===== config.mk =====
export PLATFORM = sky130hd
export DESIGN_NAME = pmbus_cmd_device_flat
export DESIGN_NICKNAME = d
export VERILOG_FILES = /design/src/core/pmbus_pkg.sv /design/src/core/pmbus_cmd_if.sv /design/src/core/pmbus_cmd_device.sv /design/src/core/lin_range_check.sv /design/src/flat_wrapper.sv
export SDC_FILE = /design/constraint.sdc
export NUM_CORES = 1
export LEC_CHECK = 0
export ABC_AREA = 1
export BUFFER_PORTS_ARGS = -buffer_cell sky130_fd_sc_hd__buf_2
export CAP_MARGIN = 0
export CORE_UTILIZATION = 40
export DETAILED_ROUTE_END_ITERATION = 8
export GPL_TIMING_DRIVEN = 0
export SYNTH_ARGS = -nofsm -noshare
export SYNTH_HDL_FRONTEND = slang
export SYNTH_SLANG_ARGS = --single-unit

===== constraint.sdc =====
create_clock -name core_clk -period 1.71 [get_ports core_clk]
set_input_delay 0.0855 -clock core_clk [delete_from_list [all_inputs] [get_ports core_clk]]
set_output_delay 0.0855 -clock core_clk [all_outputs]
set_load 0.1 [all_outputs]

===== src/core/pmbus_pkg.sv =====
package pmbus_pkg;
  localparam int N_PARAM = 7;
  localparam logic [7:0] CMD_RUN = 8'h01;
  localparam logic [7:0] CMD_ENSRC = 8'h02;
  localparam logic [7:0] CMD_CLRF = 8'h03;
  localparam logic [7:0] CMD_SAVE = 8'h11;
  localparam logic [7:0] CMD_RELOAD = 8'h12;
  localparam logic [7:0] CMD_VFMT = 8'h20;
  localparam logic [7:0] CMD_VOUT = 8'h21;
  localparam logic [7:0] CMD_FREQ = 8'h33;
  localparam logic [7:0] CMD_VIN_ON = 8'h35;
  localparam logic [7:0] CMD_VIN_OFF = 8'h36;
  localparam logic [7:0] CMD_OVF = 8'h40;
  localparam logic [7:0] VOUT_FORMAT = 8'h14;
  localparam logic [7:0] ENSRC_NEG = 8'h1d;
  localparam logic [7:0] ENSRC_POS = 8'h1f;
  // five-bit two's complement exponents
  localparam logic [4:0] EXP_VIN = 5'h1d;
  localparam logic [4:0] EXP_IOUT = 5'h1c;
  localparam logic [4:0] EXP_TEMP = 5'h1e;
  localparam logic [4:0] EXP_FREQ = 5'h1e;
  localparam logic [4:0] EXP_TIME = 5'h1f;
  localparam logic [4:0] EXP_NONE = 5'h00;
  // slot indices of the working parameter table
  localparam logic [2:0] IX_RUN = 3'h0;
  localparam logic [2:0] IX_ENSRC = 3'h1;
  localparam logic [2:0] IX_VOUT = 3'h2;
  localparam logic [2:0] IX_FREQ = 3'h3;
  localparam logic [2:0] IX_VIN_ON = 3'h4;
  localparam logic [2:0] IX_VIN_OFF = 3'h5;
  localparam logic [2:0] IX_OVF = 3'h6;
  localparam logic [15:0] RST_VAL [N_PARAM] =
    '{16'h0080, 16'h001d, 16'hbccd, 16'hf208, 16'he910, 16'he900, 16'hf000};
  localparam logic [15:0] LO_VAL [N_PARAM] =
    '{16'h0000, 16'h0000, 16'h999a, 16'h01e0, 16'h0100, 16'h0100, 16'hb000};
  // 16 V does not fit the unsigned word, so the top code is the limit
  localparam logic [15:0] HI_VAL [N_PARAM] =
    '{16'h00ff, 16'h00ff, 16'hd333, 16'h0230, 16'h0170, 16'h0170, 16'hffff};
  localparam logic [N_PARAM-1:0] IS_L11 = 7'b0111000;
  localparam logic [4:0] EXP_VAL [N_PARAM] =
    '{EXP_NONE, EXP_NONE, EXP_NONE, EXP_FREQ, EXP_VIN, EXP_VIN, EXP_NONE};
  localparam logic [10:0] VIN_HYST = 11'h010;
  localparam int FLT_W = 8;
  localparam int FLT_CML = 7;

  // returns {hit, slot}
  function automatic logic [3:0] code_idx(input logic [7:0] code);
    logic [3:0] r;
    r = 4'h0;
    unique case (code)
      CMD_RUN: r = {1'b1, IX_RUN};
      CMD_ENSRC: r = {1'b1, IX_ENSRC};
      CMD_VOUT: r = {1'b1, IX_VOUT};
      CMD_FREQ: r = {1'b1, IX_FREQ};
      CMD_VIN_ON: r = {1'b1, IX_VIN_ON};
      CMD_VIN_OFF: r = {1'b1, IX_VIN_OFF};
      CMD_OVF: r = {1'b1, IX_OVF};
      default: r = 4'h0;
    endcase
    return r;
  endfunction
endpackage


===== src/core/pmbus_cmd_if.sv =====
`timescale 1ns/1ps
interface pmbus_cmd_if;
  logic req;
  logic wr;
  logic send;
  logic [7:0] code;
  logic [15:0] wdata;
  logic ack;
  logic nak;
  logic [15:0] rdata;
  modport dev(input req, input wr, input send, input code, input wdata,
              output ack, output nak, output rdata);
  modport host(output req, output wr, output send, output code, output wdata,
               input ack, input nak, input rdata);
endinterface


===== src/core/pmbus_cmd_device.sv =====
`timescale 1ns/1ps
module pmbus_cmd_device (
  input wire logic core_clk,
  input wire logic arst_n,
  pmbus_cmd_if.dev link,
  input wire logic pos_logic_strap,
  input wire logic [pmbus_pkg::FLT_W-2:0] fault_evt,
  output logic [7:0] run_ctrl,
  output logic [7:0] enable_cfg,
  output logic [15:0] vout_target,
  output logic [15:0] freq_set,
  output logic [15:0] vin_on,
  output logic [15:0] vin_off,
  output logic [15:0] ov_limit,
  output logic [pmbus_pkg::FLT_W-1:0] fault_flags
);
  import pmbus_pkg::*;

  logic [15:0] param_reg [N_PARAM];
  logic [15:0] flash_mem [N_PARAM];
  logic [FLT_W-1:0] fault_reg;
  logic [FLT_W-1:0] fault_next;
  logic strap_done_reg;
  logic ack_reg;
  logic nak_reg;
  logic [15:0] rdata_reg;
  logic [3:0] dec;
  logic hit;
  logic [2:0] idx;
  logic [15:0] wval;
  logic [N_PARAM-1:0] range_ok;
  logic is_read;
  logic is_write;
  logic is_send;
  logic do_clr;
  logic do_save;
  logic do_reload;
  logic do_write;
  logic good;
  logic [7:0] strap_cfg;
  logic [2:0] act;
  logic [15:0] rdata_next;

  // the three data-less actions; any other code sent as a send byte is refused
  function automatic logic [2:0] action_of(input logic [7:0] code);
    logic [2:0] a;
    a = 3'h0;
    unique case (code)
      CMD_CLRF: a = 3'b001;
      CMD_SAVE: a = 3'b010;
      CMD_RELOAD: a = 3'b100;
      default: a = 3'h0;
    endcase
    return a;
  endfunction

  assign dec = code_idx(link.code);
  assign hit = dec[3];
  assign idx = dec[2:0];
  assign is_send = link.req && link.send;
  assign is_write = link.req && !link.send && link.wr;
  assign is_read = link.req && !link.send && !link.wr;
  // byte commands only look at the low data byte
  assign wval = (hit && idx <= IX_ENSRC) ? {8'h00, link.wdata[7:0]} : link.wdata;

  genvar gi;
  generate
    for (gi = 0; gi < N_PARAM; gi++) begin : g_chk
      lin_range_check #(
        .L11(IS_L11[gi]),
        .EXP(EXP_VAL[gi]),
        .LO(LO_VAL[gi]),
        .HI(HI_VAL[gi])
      ) u_chk (
        .word(wval),
        .ok(range_ok[gi])
      );
    end
  endgenerate

  assign act = is_send ? action_of(link.code) : 3'h0;
  assign do_clr = act[0];
  assign do_save = act[1];
  assign do_reload = act[2];
  assign do_write = is_write && hit && range_ok[idx];

  // the format byte is readable only; writes to it count as bad data
  always_comb begin
    good = 1'b0;
    if (is_send) begin
      good = |act;
    end else if (is_write) begin
      good = do_write;
    end else if (is_read) begin
      good = hit || link.code == CMD_VFMT;
    end
  end

  assign strap_cfg = pos_logic_strap ? ENSRC_POS : ENSRC_NEG;

  // strap level is caught on the first edge after release
  always_ff @(posedge core_clk or negedge arst_n) begin
    if (!arst_n) begin
      strap_done_reg <= 1'b0;
    end else begin
      strap_done_reg <= 1'b1;
    end
  end

  // working parameter table
  always_ff @(posedge core_clk or negedge arst_n) begin
    if (!arst_n) begin
      for (int i = 0; i < N_PARAM; i++) begin
        param_reg[i] <= RST_VAL[i];
      end
    end else if (!strap_done_reg) begin
      param_reg[IX_ENSRC] <= {8'h00, strap_cfg};
    end else if (do_reload) begin
      for (int i = 0; i < N_PARAM; i++) begin
        param_reg[i] <= flash_mem[i];
      end
    end else if (do_write) begin
      param_reg[idx] <= wval;
    end
  end

  // default store, preset to factory values again at every reset
  always_ff @(posedge core_clk or negedge arst_n) begin
    if (!arst_n) begin
      for (int i = 0; i < N_PARAM; i++) begin
        flash_mem[i] <= RST_VAL[i];
      end
    end else if (!strap_done_reg) begin
      flash_mem[IX_ENSRC] <= {8'h00, strap_cfg};
    end else if (do_save) begin
      for (int i = 0; i < N_PARAM; i++) begin
        flash_mem[i] <= param_reg[i];
      end
    end
  end

  // a new event in the clearing cycle survives the clear
  always_comb begin
    fault_next = do_clr ? '0 : fault_reg;
    fault_next[FLT_W-2:0] = fault_next[FLT_W-2:0] | fault_evt;
    fault_next[FLT_CML] = fault_next[FLT_CML] | (link.req && !good);
  end

  always_ff @(posedge core_clk or negedge arst_n) begin
    if (!arst_n) begin
      fault_reg <= '0;
    end else begin
      fault_reg <= fault_next;
    end
  end

  // one answer per request, one cycle later
  always_ff @(posedge core_clk or negedge arst_n) begin
    if (!arst_n) begin
      ack_reg <= 1'b0;
    end else begin
      ack_reg <= link.req;
    end
  end

  // refusal travels with the answer so the host never waits for a second strobe
  always_ff @(posedge core_clk or negedge arst_n) begin
    if (!arst_n) begin
      nak_reg <= 1'b0;
    end else begin
      nak_reg <= link.req && !good;
    end
  end

  // refused or written requests read back zero; idle cycles keep the last word
  always_comb begin
    rdata_next = rdata_reg;
    if (is_read && hit) begin
      rdata_next = param_reg[idx];
    end else if (is_read && link.code == CMD_VFMT) begin
      rdata_next = {8'h00, VOUT_FORMAT};
    end else if (link.req) begin
      rdata_next = 16'h0000;
    end
  end

  always_ff @(posedge core_clk or negedge arst_n) begin
    if (!arst_n) begin
      rdata_reg <= 16'h0000;
    end else begin
      rdata_reg <= rdata_next;
    end
  end

  assign link.ack = ack_reg;
  assign link.nak = nak_reg;
  assign link.rdata = rdata_reg;
  assign run_ctrl = param_reg[IX_RUN][7:0];
  assign enable_cfg = param_reg[IX_ENSRC][7:0];
  assign vout_target = param_reg[IX_VOUT];
  assign freq_set = param_reg[IX_FREQ];
  assign vin_on = param_reg[IX_VIN_ON];
  assign vin_off = param_reg[IX_VIN_OFF];
  assign ov_limit = param_reg[IX_OVF];
  assign fault_flags = fault_reg;
endmodule


===== src/core/lin_range_check.sv =====
`timescale 1ns/1ps
module lin_range_check #(
  parameter bit L11 = 1'b0,
  parameter logic [4:0] EXP = 5'h00,
  parameter logic [15:0] LO = 16'h0000,
  parameter logic [15:0] HI = 16'hffff
) (
  input wire logic [15:0] word,
  output logic ok
);
  logic exp_ok;
  logic l11_ok;
  logic u16_ok;
  // exponent must match exactly, no rescaling is done
  assign exp_ok = word[15:11] == EXP;
  assign l11_ok = exp_ok && ($signed(word[10:0]) >= $signed(LO[10:0]))
                  && ($signed(word[10:0]) <= $signed(HI[10:0]));
  assign u16_ok = (word >= LO) && (word <= HI);
  assign ok = L11 ? l11_ok : u16_ok;
endmodule


===== src/flat_wrapper.sv =====
// flat-port wrapper written by rule: the top's interface ports become plain ports
module pmbus_cmd_device_flat import pmbus_pkg::*;
  (core_clk, arst_n, pos_logic_strap, fault_evt, run_ctrl, enable_cfg, vout_target, freq_set, vin_on, vin_off, ov_limit, fault_flags, link_req, link_wr, link_send, link_code, link_wdata, link_ack, link_nak, link_rdata);
  pmbus_cmd_if link_i ();
  input wire logic core_clk;
  input wire logic arst_n;
  input wire logic pos_logic_strap;
  input wire logic [pmbus_pkg::FLT_W-2:0] fault_evt;
  output logic [7:0] run_ctrl;
  output logic [7:0] enable_cfg;
  output logic [15:0] vout_target;
  output logic [15:0] freq_set;
  output logic [15:0] vin_on;
  output logic [15:0] vin_off;
  output logic [15:0] ov_limit;
  output logic [pmbus_pkg::FLT_W-1:0] fault_flags;
  input wire logic [$bits(link_i.req)-1:0] link_req;
  input wire logic [$bits(link_i.wr)-1:0] link_wr;
  input wire logic [$bits(link_i.send)-1:0] link_send;
  input wire logic [$bits(link_i.code)-1:0] link_code;
  input wire logic [$bits(link_i.wdata)-1:0] link_wdata;
  output wire logic [$bits(link_i.ack)-1:0] link_ack;
  output wire logic [$bits(link_i.nak)-1:0] link_nak;
  output wire logic [$bits(link_i.rdata)-1:0] link_rdata;
  assign link_i.req = link_req;
  assign link_i.wr = link_wr;
  assign link_i.send = link_send;
  assign link_i.code = link_code;
  assign link_i.wdata = link_wdata;
  assign link_ack = link_i.ack;
  assign link_nak = link_i.nak;
  assign link_rdata = link_i.rdata;
  pmbus_cmd_device u_core (.core_clk(core_clk), .arst_n(arst_n), .link(link_i), .pos_logic_strap(pos_logic_strap), .fault_evt(fault_evt), .run_ctrl(run_ctrl), .enable_cfg(enable_cfg), .vout_target(vout_target), .freq_set(freq_set), .vin_on(vin_on), .vin_off(vin_off), .ov_limit(ov_limit), .fault_flags(fault_flags));
endmodule

==> flow_summary.html <==
<table>
<tr><th>Metric</th><th>Value</th></tr>
<tr><th colspan="2">STA</th></tr>
<tr><td>Setup repair after global routing missed its margin</td><td>true</td></tr>
<tr><td>Transition time at the pin with the least slew margin</td><td>818 ps</td></tr>
<tr><td>Worst slew margin relative to its limit</td><td>0.454</td></tr>
<tr><td>Maximum clock rate</td><td>588 MHz</td></tr>
<tr><td>Fin Clk Skew</td><td>26.0 ps</td></tr>
<tr><td>Final count of hold timing violations</td><td>0</td></tr>
<tr><td>Final period util</td><td>0.994</td></tr>
<tr><td>Number of setup violations in the final report</td><td>0</td></tr>
<tr><td>Setup total negative slack</td><td>0 ps</td></tr>
<tr><td>Minimum clock period after layout</td><td>1700 ps</td></tr>
<tr><td>Max-slew violation count</td><td>0</td></tr>
<tr><th colspan="2">Worst setup path</th></tr>
<tr><td>Critical setup path kind</td><td>reg2out</td></tr>
<tr><td>Critical Path Start Type</td><td>flop</td></tr>
<tr><td>CP arrival</td><td>1620 ps</td></tr>
<tr><td>Ordered list of cells on the worst path</td><td>buf_4 &gt; buf_2</td></tr>
<tr><td>CP Buf/Inv Count</td><td>2</td></tr>
<tr><td>Worst setup slack for register-to-register paths</td><td>30 ps</td></tr>
<tr><td>Top delay family on crit path</td><td>buffers and inverters</td></tr>
<tr><td>Data required time at the worst endpoint</td><td>1620 ps</td></tr>
<tr><td>Setup crit end kind</td><td>output port</td></tr>
<tr><td>Largest fanout of any net on the critical path</td><td>4</td></tr>
<tr><td>Maximum single-stage delay on the critical path</td><td>480 ps</td></tr>
<tr><td>Slowest cell on the critical path</td><td>sky130_fd_sc_hd__dfrtp_1</td></tr>
<tr><th colspan="2">Floorplanning</th></tr>
<tr><td>Die outline area</td><td>0.0334 mm^2</td></tr>
<tr><td>Ports</td><td>159</td></tr>
<tr><td>Chip Width</td><td>183 um</td></tr>
<tr><td>Number of placement rows</td><td>65</td></tr>
<tr><td>Chip Height</td><td>183 um</td></tr>
<tr><td>Placeable core region</td><td>0.0319 mm^2</td></tr>
<tr><td>Effective utilization at floorplan</td><td>0.410</td></tr>
<tr><th colspan="2">Yosys</th></tr>
<tr><td>Top cell type's share of synthesized area</td><td>0.342</td></tr>
<tr><td>Parity-gate share of the synthesized area counting xor and xnor cells</td><td>0</td></tr>
<tr><td>Top post-synthesis cells by area</td><td>sky130_fd_sc_hd__dfrtp_1, sky130_fd_sc_hd__dfstp_2, sky130_fd_sc_hd__nand2_1</td></tr>
<tr><td>Fraction of the mapped netlist area in compound gates</td><td>0.116</td></tr>
<tr><td>Synthesis Warnings</td><td>0</td></tr>
<tr><td>Proportion of synthesized chip area in sequential cells</td><td>0.487</td></tr>
<tr><td>Number of cells produced by synthesis</td><td>1558</td></tr>
<tr><td>Average cell area after synthesis</td><td>8.39 um^2</td></tr>
<tr><td>Combinational family with the most area after synthesis</td><td>simple AND/OR/NAND/NOR gates</td></tr>
<tr><td>Total of flip-flops plus latches after synthesis</td><td>251</td></tr>
<tr><td>Multiplexer share of the synthesized area</td><td>0.0405</td></tr>
<tr><td>Mapped Area</td><td>0.0131 mm^2</td></tr>
<tr><td>Dominant cell type by area after synthesis</td><td>sky130_fd_sc_hd__dfrtp_1</td></tr>
<tr><td>Syn_nets</td><td>1595</td></tr>
<tr><td>Area fraction in and, or, nand and nor cells after synthesis</td><td>0.238</td></tr>
<tr><td>Count of cell types in the netlist</td><td>38</td></tr>
<tr><td>Area share of fa/ha/maj cells after synthesis</td><td>0</td></tr>
<tr><th colspan="2">Final layout</th></tr>
<tr><td>Area occupied by registers</td><td>0.00637 mm^2</td></tr>
<tr><td>Fraction of final layout cells with drive strength greater than 1</td><td>0.371</td></tr>
<tr><td>Number of fill cells in the layout</td><td>3022</td></tr>
<tr><td>Register with the highest flop count</td><td>u_core.flash_mem</td></tr>
<tr><td>Non-filler instance count after layout</td><td>2284</td></tr>
<tr><td>Layout Area Growth over Synthesis</td><td>32.3%</td></tr>
<tr><td>Flip-flop count of the largest register, all copies and words added</td><td>112</td></tr>
<tr><td>Net count reported at finish</td><td>1863</td></tr>
<tr><td>Area of the multi-input gates</td><td>0.00568 mm^2</td></tr>
<tr><th colspan="2">Place</th></tr>
<tr><td>HPWL after detailed placement</td><td>35900 um</td></tr>
<tr><td>RePlAce Congestion</td><td>0.944</td></tr>
<tr><td>Count of buffers inserted at the top-level ports</td><td>158</td></tr>
<tr><td>Placed cell count</td><td>2153</td></tr>
<tr><th colspan="2">Routing</th></tr>
<tr><td>Routed WL</td><td>52300 um</td></tr>
<tr><td>DRC violation count after routing</td><td>0</td></tr>
<tr><td>Violation count after the first detailed-route iteration</td><td>1212</td></tr>
<tr><td>Remaining number of nets flagged by the antenna check after routing</td><td>0</td></tr>
<tr><td>Detailed-router iteration count before antenna repair</td><td>6</td></tr>
<tr><td>Via/cell ratio</td><td>5.58</td></tr>
<tr><td>Detailed-route via count</td><td>12700</td></tr>
<tr><td>Mean routed wirelength per cell</td><td>22.9 um</td></tr>
<tr><th colspan="2">Power</th></tr>
<tr><td>Power Density</td><td>776 mW/mm^2</td></tr>
<tr><td>Combinational fraction of design power</td><td>0.088</td></tr>
<tr><td>Relative contribution of the clock network to total power</td><td>0.460</td></tr>
<tr><td>Total leakage power</td><td>8.52 nW</td></tr>
<tr><td>Max VDD drop</td><td>0.735 mV</td></tr>
<tr><td>Final total power</td><td>0.0134 W</td></tr>
<tr><td>Share of power burned in registers</td><td>0.452</td></tr>
<tr><td>Net switching power of the design</td><td>0.00343 W</td></tr>
<tr><td>Switching power as a share of total power</td><td>0.256</td></tr>
<tr><td>Design internal power</td><td>0.0100 W</td></tr>
<tr><th colspan="2">Clocking</th></tr>
<tr><td>Sinks on Clock Net</td><td>251</td></tr>
<tr><td>Clock tree from TritonCTS</td><td>built</td></tr>
<tr><td>Clock latency of the later-clocked register in the worst-skew pair</td><td>560 ps</td></tr>
<tr><td>Root Driver</td><td>sky130_fd_sc_hd__clkbuf_16</td></tr>
<tr><td>Worst-case clock buffer depth</td><td>3</td></tr>
<tr><td>Clock buffers created by TritonCTS</td><td>28</td></tr>
<tr><td>Register clock-pin slew on the reported worst setup and hold paths</td><td>60 ps</td></tr>
<tr><td>Number of levels the H-tree was split into</td><td>1</td></tr>
<tr><th colspan="2">Global route</th></tr>
<tr><td>Maximum number of pins on one net before global-route repair</td><td>118</td></tr>
<tr><td>Number of global-route vias before repair</td><td>11900</td></tr>
<tr><td>Global router's overall resource usage</td><td>0.305</td></tr>
<tr><td>Overall overflow remaining after global route</td><td>0</td></tr>
<tr><td>Initial antenna violation count</td><td>2</td></tr>
<tr><td>Wire length of the first global-routing pass</td><td>75500 um</td></tr>
<tr><th colspan="2">Run status</th></tr>
<tr><td>Status</td><td>finished clean</td></tr>
<tr><th colspan="2">Hold path</th></tr>
<tr><td>Kind of path behind the tightest hold check</td><td>in2reg</td></tr>
<tr><th colspan="2">Flow run</th></tr>
<tr><td>Count of max-cap constraint violations</td><td>0</td></tr>
</table>
-- path summary, 6_finish.rpt --
path                                             from                     to  cells past startpoint
worst max register to register  u_core.strap_done_reg   u_core.flash_mem[93]                      5
worst max-delay path                 u_core.vin_on[6]              vin_on[6]                      2
max in group asynchronous                      arst_n     u_core.freq_set[4]                      3
min in group asynchronous                      arst_n   u_core.flash_mem[96]                      2
worst min-delay path                    link_wdata[5]   u_core.enable_cfg[5]                      5
worst min register to register  u_core.vout_target[7]  u_core.vout_target[7]                      2
-- metal layers --
| metal | up-vias | part of all wire | global-route usage |
|---|---|---|---|
| met3 | 121 | 0.096 | 0.0606 |
| met5 | - | 0 | 0 |
| met4 | 0 | 0.046 | 0.138 |
| li1 | 5688 | - | - |
| met1 | 6254 | 0.41 | 0.416 |
| met2 | 673 | 0.45 | 0.470 |
-- power by group through the flow --
stage | clock network [W] | logic [W] | registers, W
3_5_place_dp | 0 | 0.000998 | 0.00616
3_3_place_gp | 0 | 0.000973 | 0.00616
6_report | 0.00618 | 0.00118 | 0.00607
4_1_cts | 0.00624 | 0.00108 | 0.00606
2_1_floorplan | 0 | 0.000516 | 0.00616
5_1_grt | 0.00648 | 0.00124 | 0.00607
-- tightest hold or removal path: stages --
cell	delay, ps
sky130_fd_sc_hd__buf_2	130
sky130_fd_sc_hd__nand2_1	80
sky130_fd_sc_hd__a21oi_1	60
sky130_fd_sc_hd__nand2_1	60
sky130_fd_sc_hd__o21ai_0	80
-- cells in the final DEF, fill, tap and decap left out, types with 23 or more instances in the layout --
master,instances
sky130_fd_sc_hd__nand3_1,39
sky130_fd_sc_hd__o21ai_0,158
sky130_fd_sc_hd__nor2_1,52
sky130_fd_sc_hd__clkbuf_1,35
sky130_fd_sc_hd__mux2_2,47
sky130_fd_sc_hd__buf_2,106
sky130_fd_sc_hd__inv_1,90
sky130_fd_sc_hd__buf_6,23
sky130_fd_sc_hd__clkbuf_16,34
sky130_fd_sc_hd__o22ai_1,28
sky130_fd_sc_hd__buf_4,179
sky130_fd_sc_hd__dfrtp_1,179
sky130_fd_sc_hd__nand2_1,378
sky130_fd_sc_hd__clkbuf_2,33
sky130_fd_sc_hd__nand4_1,102
sky130_fd_sc_hd__nand2_2,58
sky130_fd_sc_hd__a21oi_1,35
sky130_fd_sc_hd__dfstp_2,72
-- area by class of cell --
| class | count | area share |
|---|---|---|
| multi-input combinational | 1014 | 0.328 |
| timing repair buffer | 240 | 0.116 |
| clock inverter | 5 | 0.00644 |
| tap | 435 | 0.0315 |
| buffer | 184 | 0.0760 |
| inverter | 107 | 0.0268 |
| sequential | 251 | 0.368 |
| antenna | 1 | 0.000145 |
| clock buffer | 47 | 0.0469 |
-- cells in the mapped netlist (all sizes together) --
library cell and n:
nand2 453, dfrtp 179, o21ai 163, buf 123, inv 105, nand4 102
nor2 74, dfstp 72, clkbuf 64, nand3 56, mux2 47, a21oi 36
o22ai 28, o221ai 12, o2111ai 9, nor3 8, a21o 7, o31ai 7
o211ai 5, clkinv 2, a22oi 1, and2 1, conb 1, nor4 1
o41ai 1, or2 1
-- cell families after synthesis --
group,Yosys count
AO/OA/AOI/OAI,269
multiplexers,47
buffers and inverters,294
other,1
AND/OR/NAND/NOR,696
flip-flops,251
-- per-stage QoR --
step,instance area (um^2),util,worst slack (ps),hold slack [ps]
final,17300,0.543,9.43,2.80
after global routing,17300,0.543,-113,18.5
after CTS,16500,0.518,-83.2,3.35
after detailed placement,14600,0.459,-1150,34.7
after global placement,14600,0.457,-4080,268
after floorplan,13200,-,-70.2,-210
-- what timing repair did --
action	4_1_cts	5_1_grt
pin swaps	31	38
setup buffers	27	29
hold buffers	13	0
setup endpoints to repair	273	169
resized for setup	168	171
gates cloned	7	7
hold endpoints to repair	208	0
Power figures use the tool's default switching activity.
